**config.mk**
```make
export PLATFORM = sky130hd
export DESIGN_NAME = dtm_monitor
export DESIGN_NICKNAME = d
export VERILOG_FILES = /design/src/design/dtm_pkg.sv /design/src/design/dtm_monitor.sv /design/src/design/dtm_sync.sv
export SDC_FILE = /design/constraint.sdc
export NUM_CORES = 1
export LEC_CHECK = 0
export BUFFER_PORTS_ARGS = -buffer_cell sky130_fd_sc_hd__buf_2
export CAP_MARGIN = 25
export CORE_ASPECT_RATIO = 1.5
export CORE_MARGIN = 1
export CORE_UTILIZATION = 45
export DETAILED_ROUTE_END_ITERATION = 10
export GPL_TIMING_DRIVEN = 0
export PLACE_DENSITY = 0.63
export SYNTH_ARGS = -nofsm -noshare
export SYNTH_HDL_FRONTEND = slang
export SYNTH_HIERARCHICAL = 1
export SYNTH_SLANG_ARGS = --single-unit
```
**constraint.sdc**
```tcl
create_clock -name i_clk -period 9 [get_ports i_clk]
set_clock_uncertainty 0.2 [all_clocks]
set_input_delay 0 -clock i_clk [delete_from_list [all_inputs] [get_ports i_clk]]
set_output_delay 0 -clock i_clk [all_outputs]
set_load 0.01 [all_outputs]
```
**src/design/dtm_pkg.sv**
```systemverilog
package dtm_pkg;
    // register offsets, read side
    localparam logic [7:0] REG_LOCAL_VAL = 8'h00;
    localparam logic [7:0] REG_REMOTE_VAL = 8'h01;
    localparam logic [7:0] REG_STATUS = 8'h02;
    localparam logic [7:0] REG_CFG_RD = 8'h03;
    localparam logic [7:0] REG_RATE_RD = 8'h04;
    localparam logic [7:0] REG_LHI_RD = 8'h05;
    localparam logic [7:0] REG_LLO_RD = 8'h06;
    localparam logic [7:0] REG_RHI_RD = 8'h07;
    localparam logic [7:0] REG_RLO_RD = 8'h08;
    // register offsets, write side
    localparam logic [7:0] REG_CFG_WR = 8'h09;
    localparam logic [7:0] REG_RATE_WR = 8'h0A;
    localparam logic [7:0] REG_LHI_WR = 8'h0B;
    localparam logic [7:0] REG_LLO_WR = 8'h0C;
    localparam logic [7:0] REG_RHI_WR = 8'h0D;
    localparam logic [7:0] REG_RLO_WR = 8'h0E;
    localparam logic [7:0] REG_ONE_SHOT = 8'h0F;
    // interrupt block
    localparam logic [7:0] REG_IRQ_STATUS = 8'h20;
    localparam logic [7:0] REG_IRQ_MASK = 8'h21;
    // reset values
    localparam logic [7:0] RST_VALUE = 8'h80;
    localparam logic [7:0] RST_CFG = 8'h00;
    localparam logic [7:0] RST_RATE = 8'h02;
    localparam logic [7:0] RST_HI_LIMIT = 8'h7F;
    localparam logic [7:0] RST_LO_LIMIT = 8'hC9;
    // field positions
    localparam int CFG_MASK_BIT = 7;
    localparam int CFG_STANDBY_BIT = 6;
    localparam int STAT_BUSY_BIT = 7;
    localparam int FLAG_LHI = 4;
    localparam int FLAG_LLO = 3;
    localparam int FLAG_RHI = 2;
    localparam int FLAG_RLO = 1;
    localparam int FLAG_OPEN = 0;
    localparam int IRQ_PAIR_DONE = 0;
    localparam int IRQ_LIMIT = 1;
    // timing
    localparam int CLK_PERIOD_NS = 50;
    localparam int TICK_NS = 1000000;
    localparam int TICK_CYC = TICK_NS / CLK_PERIOD_NS;
    localparam int INTERVAL_BASE_MS = 4000;
    localparam int AVG_COUNT = 16;
    localparam logic [6:0] ADDR_BASE = 7'h10;

    typedef enum logic [1:0] {ST_IDLE, ST_START, ST_WAIT} dtm_state_t;

    // measurement answer from the analog front end
    typedef struct packed {
        logic done;
        logic [7:0] data;
        logic open;
    } dtm_adc_t;

    typedef struct packed {
        dtm_state_t st;
        logic chan;
        logic [3:0] cnt;
        logic [11:0] acc;
        logic [7:0] local_val;
        logic [7:0] remote_val;
        logic [7:0] cfg;
        logic [7:0] rate;
        logic [7:0] lhi;
        logic [7:0] llo;
        logic [7:0] rhi;
        logic [7:0] rlo;
        logic [4:0] flags;
        logic open_c;
        logic cmp;
        logic one_shot;
        logic [1:0] boot;
        logic [1:0] irq_st;
        logic [1:0] irq_mask;
        logic [7:0] rdata;
        logic alert_oe;
        logic irq;
        logic adc_start;
        logic [6:0] addr;
        logic [14:0] ms_cnt;
        logic [11:0] int_cnt;
        logic seen_pair;
    } dtm_regs_t;
endpackage

```
**src/design/dtm_monitor.sv**
```systemverilog
`timescale 1ns/1ps
module dtm_monitor
    import dtm_pkg::*;
#(
    parameter int TICK_CYCLES = TICK_CYC
) (
    // clock and reset
    input wire logic i_clk,
    input wire logic i_reset_n,
    // register port
    input wire logic [7:0] i_addr,
    input wire logic [7:0] i_wdata,
    input wire logic i_wr,
    input wire logic i_rd,
    output logic [7:0] o_rdata,
    // pins
    input wire logic i_standby_select_n,
    input wire logic [1:0] i_addr_sel_low,
    input wire logic [1:0] i_addr_sel_high,
    output logic o_alert_oe,
    output logic [6:0] o_dev_addr,
    // analog front end
    input wire dtm_adc_t i_adc,
    output logic o_adc_start,
    output logic o_adc_remote,
    // interrupt
    output logic o_irq
);
    dtm_regs_t q, d;
    logic [4:0] pins_s;
    logic standby;
    logic [4:0] cond;
    logic [11:0] acc_next;
    logic [7:0] avg;
    logic [11:0] interval;
    logic [4:0] stat_clr;
    logic [1:0] irq_ev;

    ////////////////////////////////////////////////////////////////////////
    // pin synchronisers
    dtm_sync #(.W(5)) u_sync (
        .i_clk(i_clk),
        .i_reset_n(i_reset_n),
        .i_async({i_standby_select_n, i_addr_sel_high, i_addr_sel_low}),
        .o_sync(pins_s)
    );

    ////////////////////////////////////////////////////////////////////////
    // live limit conditions, signed compare of stored values
    always_comb begin
        cond[FLAG_LHI] = $signed(q.local_val) > $signed(q.lhi);
        cond[FLAG_LLO] = $signed(q.local_val) < $signed(q.llo);
        cond[FLAG_RHI] = $signed(q.remote_val) > $signed(q.rhi);
        cond[FLAG_RLO] = $signed(q.remote_val) < $signed(q.rlo);
        cond[FLAG_OPEN] = q.open_c;
    end

    // sixteen-sample running sum, result is sum divided by sixteen
    assign acc_next = q.acc + {{4{i_adc.data[7]}}, i_adc.data};
    assign avg = acc_next[11:4];
    // pin low or config bit selects standby
    assign standby = !pins_s[4] || q.cfg[CFG_STANDBY_BIT];
    // interval in ms halves per rate code, codes above 7 act as 7
    assign interval = 12'(INTERVAL_BASE_MS >> ((q.rate > 8'h07) ? 3'h7 : q.rate[2:0]));

    ////////////////////////////////////////////////////////////////////////
    // next-state logic
    always_comb begin
        d = q;
        d.adc_start = 1'b0;
        d.cmp = 1'b0;
        irq_ev = 2'b00;
        stat_clr = 5'h00;
        // address straps, three levels each: low, float, high
        d.addr = {ADDR_BASE[6:4], pins_s[3:2], pins_s[1:0]};
        // millisecond time base and interval counter
        if (q.ms_cnt == 15'(TICK_CYCLES - 1)) begin
            d.ms_cnt = '0;
            if (q.int_cnt != 12'hFFF) begin
                d.int_cnt = q.int_cnt + 12'h001;
            end
        end else begin
            d.ms_cnt = q.ms_cnt + 15'h0001;
        end
        // power-up compare of defaults when starting in standby
        if (q.boot != 2'h3) begin
            d.boot = q.boot + 2'h1;
            if (q.boot == 2'h2 && standby) begin
                d.cmp = 1'b1;
            end
        end
        // conversion sequencer
        unique case (q.st)
            ST_IDLE: begin
                if (q.boot == 2'h3 && ((!standby && q.int_cnt >= interval) || q.one_shot)) begin
                    d.st = ST_START;
                    d.int_cnt = '0;
                    d.one_shot = 1'b0;
                    d.chan = 1'b0;
                    d.cnt = '0;
                    d.acc = '0;
                end
            end
            ST_START: begin
                d.adc_start = 1'b1;
                d.st = ST_WAIT;
            end
            ST_WAIT: begin
                if (i_adc.done) begin
                    d.acc = acc_next;
                    d.cnt = q.cnt + 4'h1;
                    d.st = ST_START;
                    if (q.chan) begin
                        d.open_c = i_adc.open;
                    end
                    if (q.cnt == 4'(AVG_COUNT - 1)) begin
                        d.acc = '0;
                        if (!q.chan) begin
                            d.local_val = avg;
                            d.chan = 1'b1;
                        end else begin
                            d.remote_val = avg;
                            d.chan = 1'b0;
                            d.st = ST_IDLE;
                            d.seen_pair = 1'b1;
                            d.cmp = 1'b1;
                            irq_ev[IRQ_PAIR_DONE] = 1'b1;
                        end
                    end
                end
            end
        endcase
        // register reads, answer one cycle later
        d.rdata = 8'h00;
        if (i_rd) begin
            unique case (i_addr)
                REG_LOCAL_VAL: d.rdata = q.local_val;
                REG_REMOTE_VAL: d.rdata = q.remote_val;
                REG_STATUS: begin
                    d.rdata = {q.st != ST_IDLE, q.flags, 2'b00};
                    stat_clr = q.flags & ~cond;
                end
                REG_CFG_RD: d.rdata = q.cfg;
                REG_RATE_RD: d.rdata = q.rate;
                REG_LHI_RD: d.rdata = q.lhi;
                REG_LLO_RD: d.rdata = q.llo;
                REG_RHI_RD: d.rdata = q.rhi;
                REG_RLO_RD: d.rdata = q.rlo;
                REG_IRQ_STATUS: d.rdata = {6'h00, q.irq_st};
                REG_IRQ_MASK: d.rdata = {6'h00, q.irq_mask};
                default: d.rdata = 8'h00;
            endcase
        end
        // register writes
        if (i_wr) begin
            unique case (i_addr)
                REG_CFG_WR: d.cfg = i_wdata;
                REG_RATE_WR: d.rate = i_wdata;
                REG_LHI_WR: d.lhi = i_wdata;
                REG_LLO_WR: d.llo = i_wdata;
                REG_RHI_WR: d.rhi = i_wdata;
                REG_RLO_WR: d.rlo = i_wdata;
                REG_ONE_SHOT: d.one_shot = 1'b1;
                REG_IRQ_MASK: d.irq_mask = i_wdata[1:0];
                default: d.cfg = d.cfg;
            endcase
        end
        // flags: set by a compare wins over the read clear
        if (q.cmp && |cond) begin
            irq_ev[IRQ_LIMIT] = 1'b1;
        end
        d.flags = (q.flags & ~stat_clr) | (q.cmp ? cond : 5'h00);
        // sticky interrupt status, write one clears, event wins
        d.irq_st = q.irq_st;
        if (i_wr && i_addr == REG_IRQ_STATUS) begin
            d.irq_st = q.irq_st & ~i_wdata[1:0];
        end
        d.irq_st = d.irq_st | irq_ev;
        d.irq = |(q.irq_st & q.irq_mask);
        // open-drain alarm: only the enable is driven, the pin is never driven high
        d.alert_oe = |q.flags && !q.cfg[CFG_MASK_BIT];
    end

    ////////////////////////////////////////////////////////////////////////
    // state register
    always_ff @(posedge i_clk or negedge i_reset_n) begin
        if (!i_reset_n) begin
            q <= '0;
            q.st <= ST_IDLE;
            q.local_val <= RST_VALUE;
            q.remote_val <= RST_VALUE;
            q.cfg <= RST_CFG;
            q.rate <= RST_RATE;
            q.lhi <= RST_HI_LIMIT;
            q.llo <= RST_LO_LIMIT;
            q.rhi <= RST_HI_LIMIT;
            q.rlo <= RST_LO_LIMIT;
            q.int_cnt <= 12'hFFF;
        end else begin
            q <= d;
        end
    end

    // outputs straight from flops
    assign o_rdata = q.rdata;
    assign o_alert_oe = q.alert_oe;
    assign o_dev_addr = q.addr;
    assign o_adc_start = q.adc_start;
    assign o_adc_remote = q.chan;
    assign o_irq = q.irq;
endmodule

```
**src/design/dtm_sync.sv**
```systemverilog
`timescale 1ns/1ps
// two-flop synchroniser for pin inputs
module dtm_sync #(
    parameter int W = 1
) (
    input wire logic i_clk,
    input wire logic i_reset_n,
    input wire logic [W-1:0] i_async,
    output logic [W-1:0] o_sync
);
    logic [W-1:0] meta_q;

    // first stage feeds only the second
    always_ff @(posedge i_clk or negedge i_reset_n) begin
        if (!i_reset_n) begin
            meta_q <= '0;
            o_sync <= '0;
        end else begin
            meta_q <= i_async;
            o_sync <= meta_q;
        end
    end
endmodule

```
==> run summary <==
outcome = finished clean
number of routed nets with antenna violations = 0
crit path cell chain = or4_1 > or3_1 > or2_2 > nor2b_1 > ha_1 > a211o_1 > o211ai_1 > o211ai_1 > a221oi_1 > clkbuf_1 > a22o_1
Setup crit end kind = flop
RSZ-0062 raised after global routing = no
first-pass GRT wire length = 33.8 mm
largest net degree at the start of global routing = 93
Post-synth top cells = dfrtp_1 (113), nand2_1 (101), o21ai_0 (74), ha_1 (58), inv_1 (49)
Post-synth EDFFs = 0
CP Data Required Time = 9.17 ns
crit start category = flop
CTS tree = built
clock-pin slew on the worst setup and hold paths = 0.06 ns
initial DRC count = 450
CTS Buf Count = 17
Leak = 0.00464 uW
detailed-route DRC error count = 0
Die Wd = 113 um
sequential area share after synthesis = 45.7%
H-tree levels = 4
post-synth top area share = 34.0%
final net count = 1020
placed wire-length estimate = 15.1 mm
FF-to-FF Start = q[98]$_DFFE_PN0P_
Final Max Slew Viols = 0
clock sink count = 150
post-cts gate resize count = 0
GPL Wtd Cong = 0.892
# rows = 60
Worst Max-Slew Pin Slew = 1.04 ns
Core Region = 18000 um2
worst reg2reg path endpoint = q[134]$_DFFE_PN0P_
Post-synth top flop = dfrtp_1
endpoints failing hold = 0
Post-Route Utilization = 54.7%
Fmax = 221 MHz
Root Driver = clkbuf_16
average wire per standard cell = 18.0 um
Crit Path Class = flop to flop
cell mode on critical path = o211ai_1
vias in the first global route = 6430
Overflow after GRT = 0
number of port buffers = 51
Final min period = 4.53 ns
die area = 19000 um2
WL final = 20.8 mm
first-pass detailed-route iteration total = 5
initial core utilization = 46.1%
routed vias = 6489
Cells after Synth = 820
syn_area_per_cell = 10.1 um2
r2r worst-path depth = 11
synthesized flop and latch total = 150
Tcrit/Tclk final = 50.3%
synth warn = 6
flop-to-flop setup slack = 4.47 ns
ratio of cells with drive above 1 in the final layout = 20.3%
clk_lat worst skew = 0.43 ns
ant diodes = 0
Layout area overhead = 18.5%
count leader, synth = dfrtp_1
power density over the cells = 200 nW/um2
max_cap viols = 0
initial antenna violation count = 0
GRT Total Usage = 23.4%
routed vias/inst = 5.61
buffer count from post-CTS setup fixing = 0
CP max-delay cell = a221oi_1
Critical Path Max Stage Delay = 0.82 ns
min-delay worst type = primary input to asynchronous set/reset pin
Setup Viol. Count Final = 0
Yosys top cell by area = dfrtp_1
clock buffer depth = 2
Peak supply drop = 0.154 mV
Die Ht = 168 um
Slew HR = 30.3%
final setup TNS = 0 ns
worst-path fanout max = 10
count of cell types in the netlist = 69
Async SR Flop Fraction = 100%
ranking of synthesized cells by area = dfrtp_1 (34%), dfstp_2 (12%), ha_1 (8.7%)
Post-CTS Hold Buffers = 34
area of the mapped netlist = 8310 um2
WP data arrival = 4.70 ns
I/O pins = 54
-- power breakdown --
group          switching (uW)  leakage, uW  internal (uW)  total (uW)
registers                50.3      0.00179            741         792
logic                     232      0.00255            171         403
clock network             296     0.000300            477         773
total                     579      0.00464           1390        1970
-- cell families (layout without fill, tap and decap cells) --
family                   Yosys count  after routing  synth area share [%]
XOR/XNOR                          31             31                  3.27
AO/OA/AOI/OAI                    188            188                  14.7
flip-flops                       150            150                  45.7
adder cells (fa/ha/maj)           60             60                  9.10
other                              2              3                0.0904
multiplexers                      45             45                  6.85
buffers and inverters             86            204                  4.68
AND/OR/NAND/NOR                  258            258                  15.6
-- state kept, by name, indices dropped and copies added, names as in the netlist --
signal and count:
o_rdata 8, cond 1, u_sync/o_sync 5, o_adc_remote 1
o_alert_oe 1, o_irq 1, o_dev_addr 5, u_sync/meta_q 5
q 122, o_adc_start 1
-- worst max-delay path, delay by kind of cell (launching register included) --
| family | cells | cell delay [ns] |
|---|---|---|
| compound gates | 5 | 1.55 |
| fa+ha+maj | 1 | 0.28 |
| buf+inv | 1 | 0.47 |
| flops | 1 | 0.40 |
| simple gates | 4 | 1.55 |
-- routing by layer --
metal	global-route usage (%)	wire (um)	vias up
li1	-	-	3131
met1	28.4	8710	3173
met2	40.6	10600	143
met3	4.54	831	42
met4	9.61	642	0
met5	0	0	-
-- stage by stage --
| step | power [uW] | hold WS (ns) | cells | setup WS, ns | instance area (um2) |
|---|---|---|---|---|---|
| after CTS | 1980 | 0.000283 | 1156 | 4.47 | 9850 |
| after detailed placement | 1200 | -0.0904 | 1090 | 4.47 | 8870 |
| after global placement | 1190 | -0.0922 | 1089 | 4.48 | 8840 |
| final | 1970 | 0.00633 | 1156 | 4.47 | 9850 |
| after floorplan | 1070 | -0.496 | 821 | 5.24 | 8310 |
| after global routing | 2080 | 0.00996 | 1156 | 4.16 | 9850 |
-- layout by cell type (no fill, tap or decap), drive strengths merged, types with 8 or more instances in the layout --
cell,netlist,routed
a21o,8,8
dfstp,37,37
ha,58,58
nor2b,8,8
a22oi,11,11
a21oi,32,32
dfrtp,113,113
a22o,13,13
xor2,12,12
nand2,101,101
clkbuf,15,35
nand3,17,17
nor2,48,48
nor3,14,14
xnor2,19,19
buf,22,74
o21ai,76,76
inv,49,54
nand2b,12,12
dlygate4sd3,0,34
mux2,35,35
nand4,11,11
-- worst max-delay path by stage --
stage | from | endpoint | slack [ns] | depth (start not counted)
after floorplan | q[98]$_DFFE_PN0P_ | q[129]$_DFFE_PN0P_ | 5.24 | 11
after global placement | q[98]$_DFFE_PN0P_ | q[130]$_DFFE_PN0P_ | 4.48 | 11
after detailed placement | q[98]$_DFFE_PN0P_ | q[129]$_DFFE_PN0P_ | 4.47 | 11
after CTS | q[98]$_DFFE_PN0P_ | q[134]$_DFFE_PN0P_ | 4.47 | 11
after global routing | q[98]$_DFFE_PN0P_ | q[127]$_DFFE_PN0P_ | 4.16 | 12
final | q[98]$_DFFE_PN0P_ | q[134]$_DFFE_PN0P_ | 4.47 | 11
-- area by class of cell --
class	count	area (um2)
clock buffers	20	447
inverters	49	184
flip-flops and latches	150	3800
repair buffers	86	629
multi-input cells	585	4120
fillers	1589	8170
plain buffers	37	205
well taps	217	272
clock inverters	12	189
No activity file was read; power rests on OpenSTA's default activity.
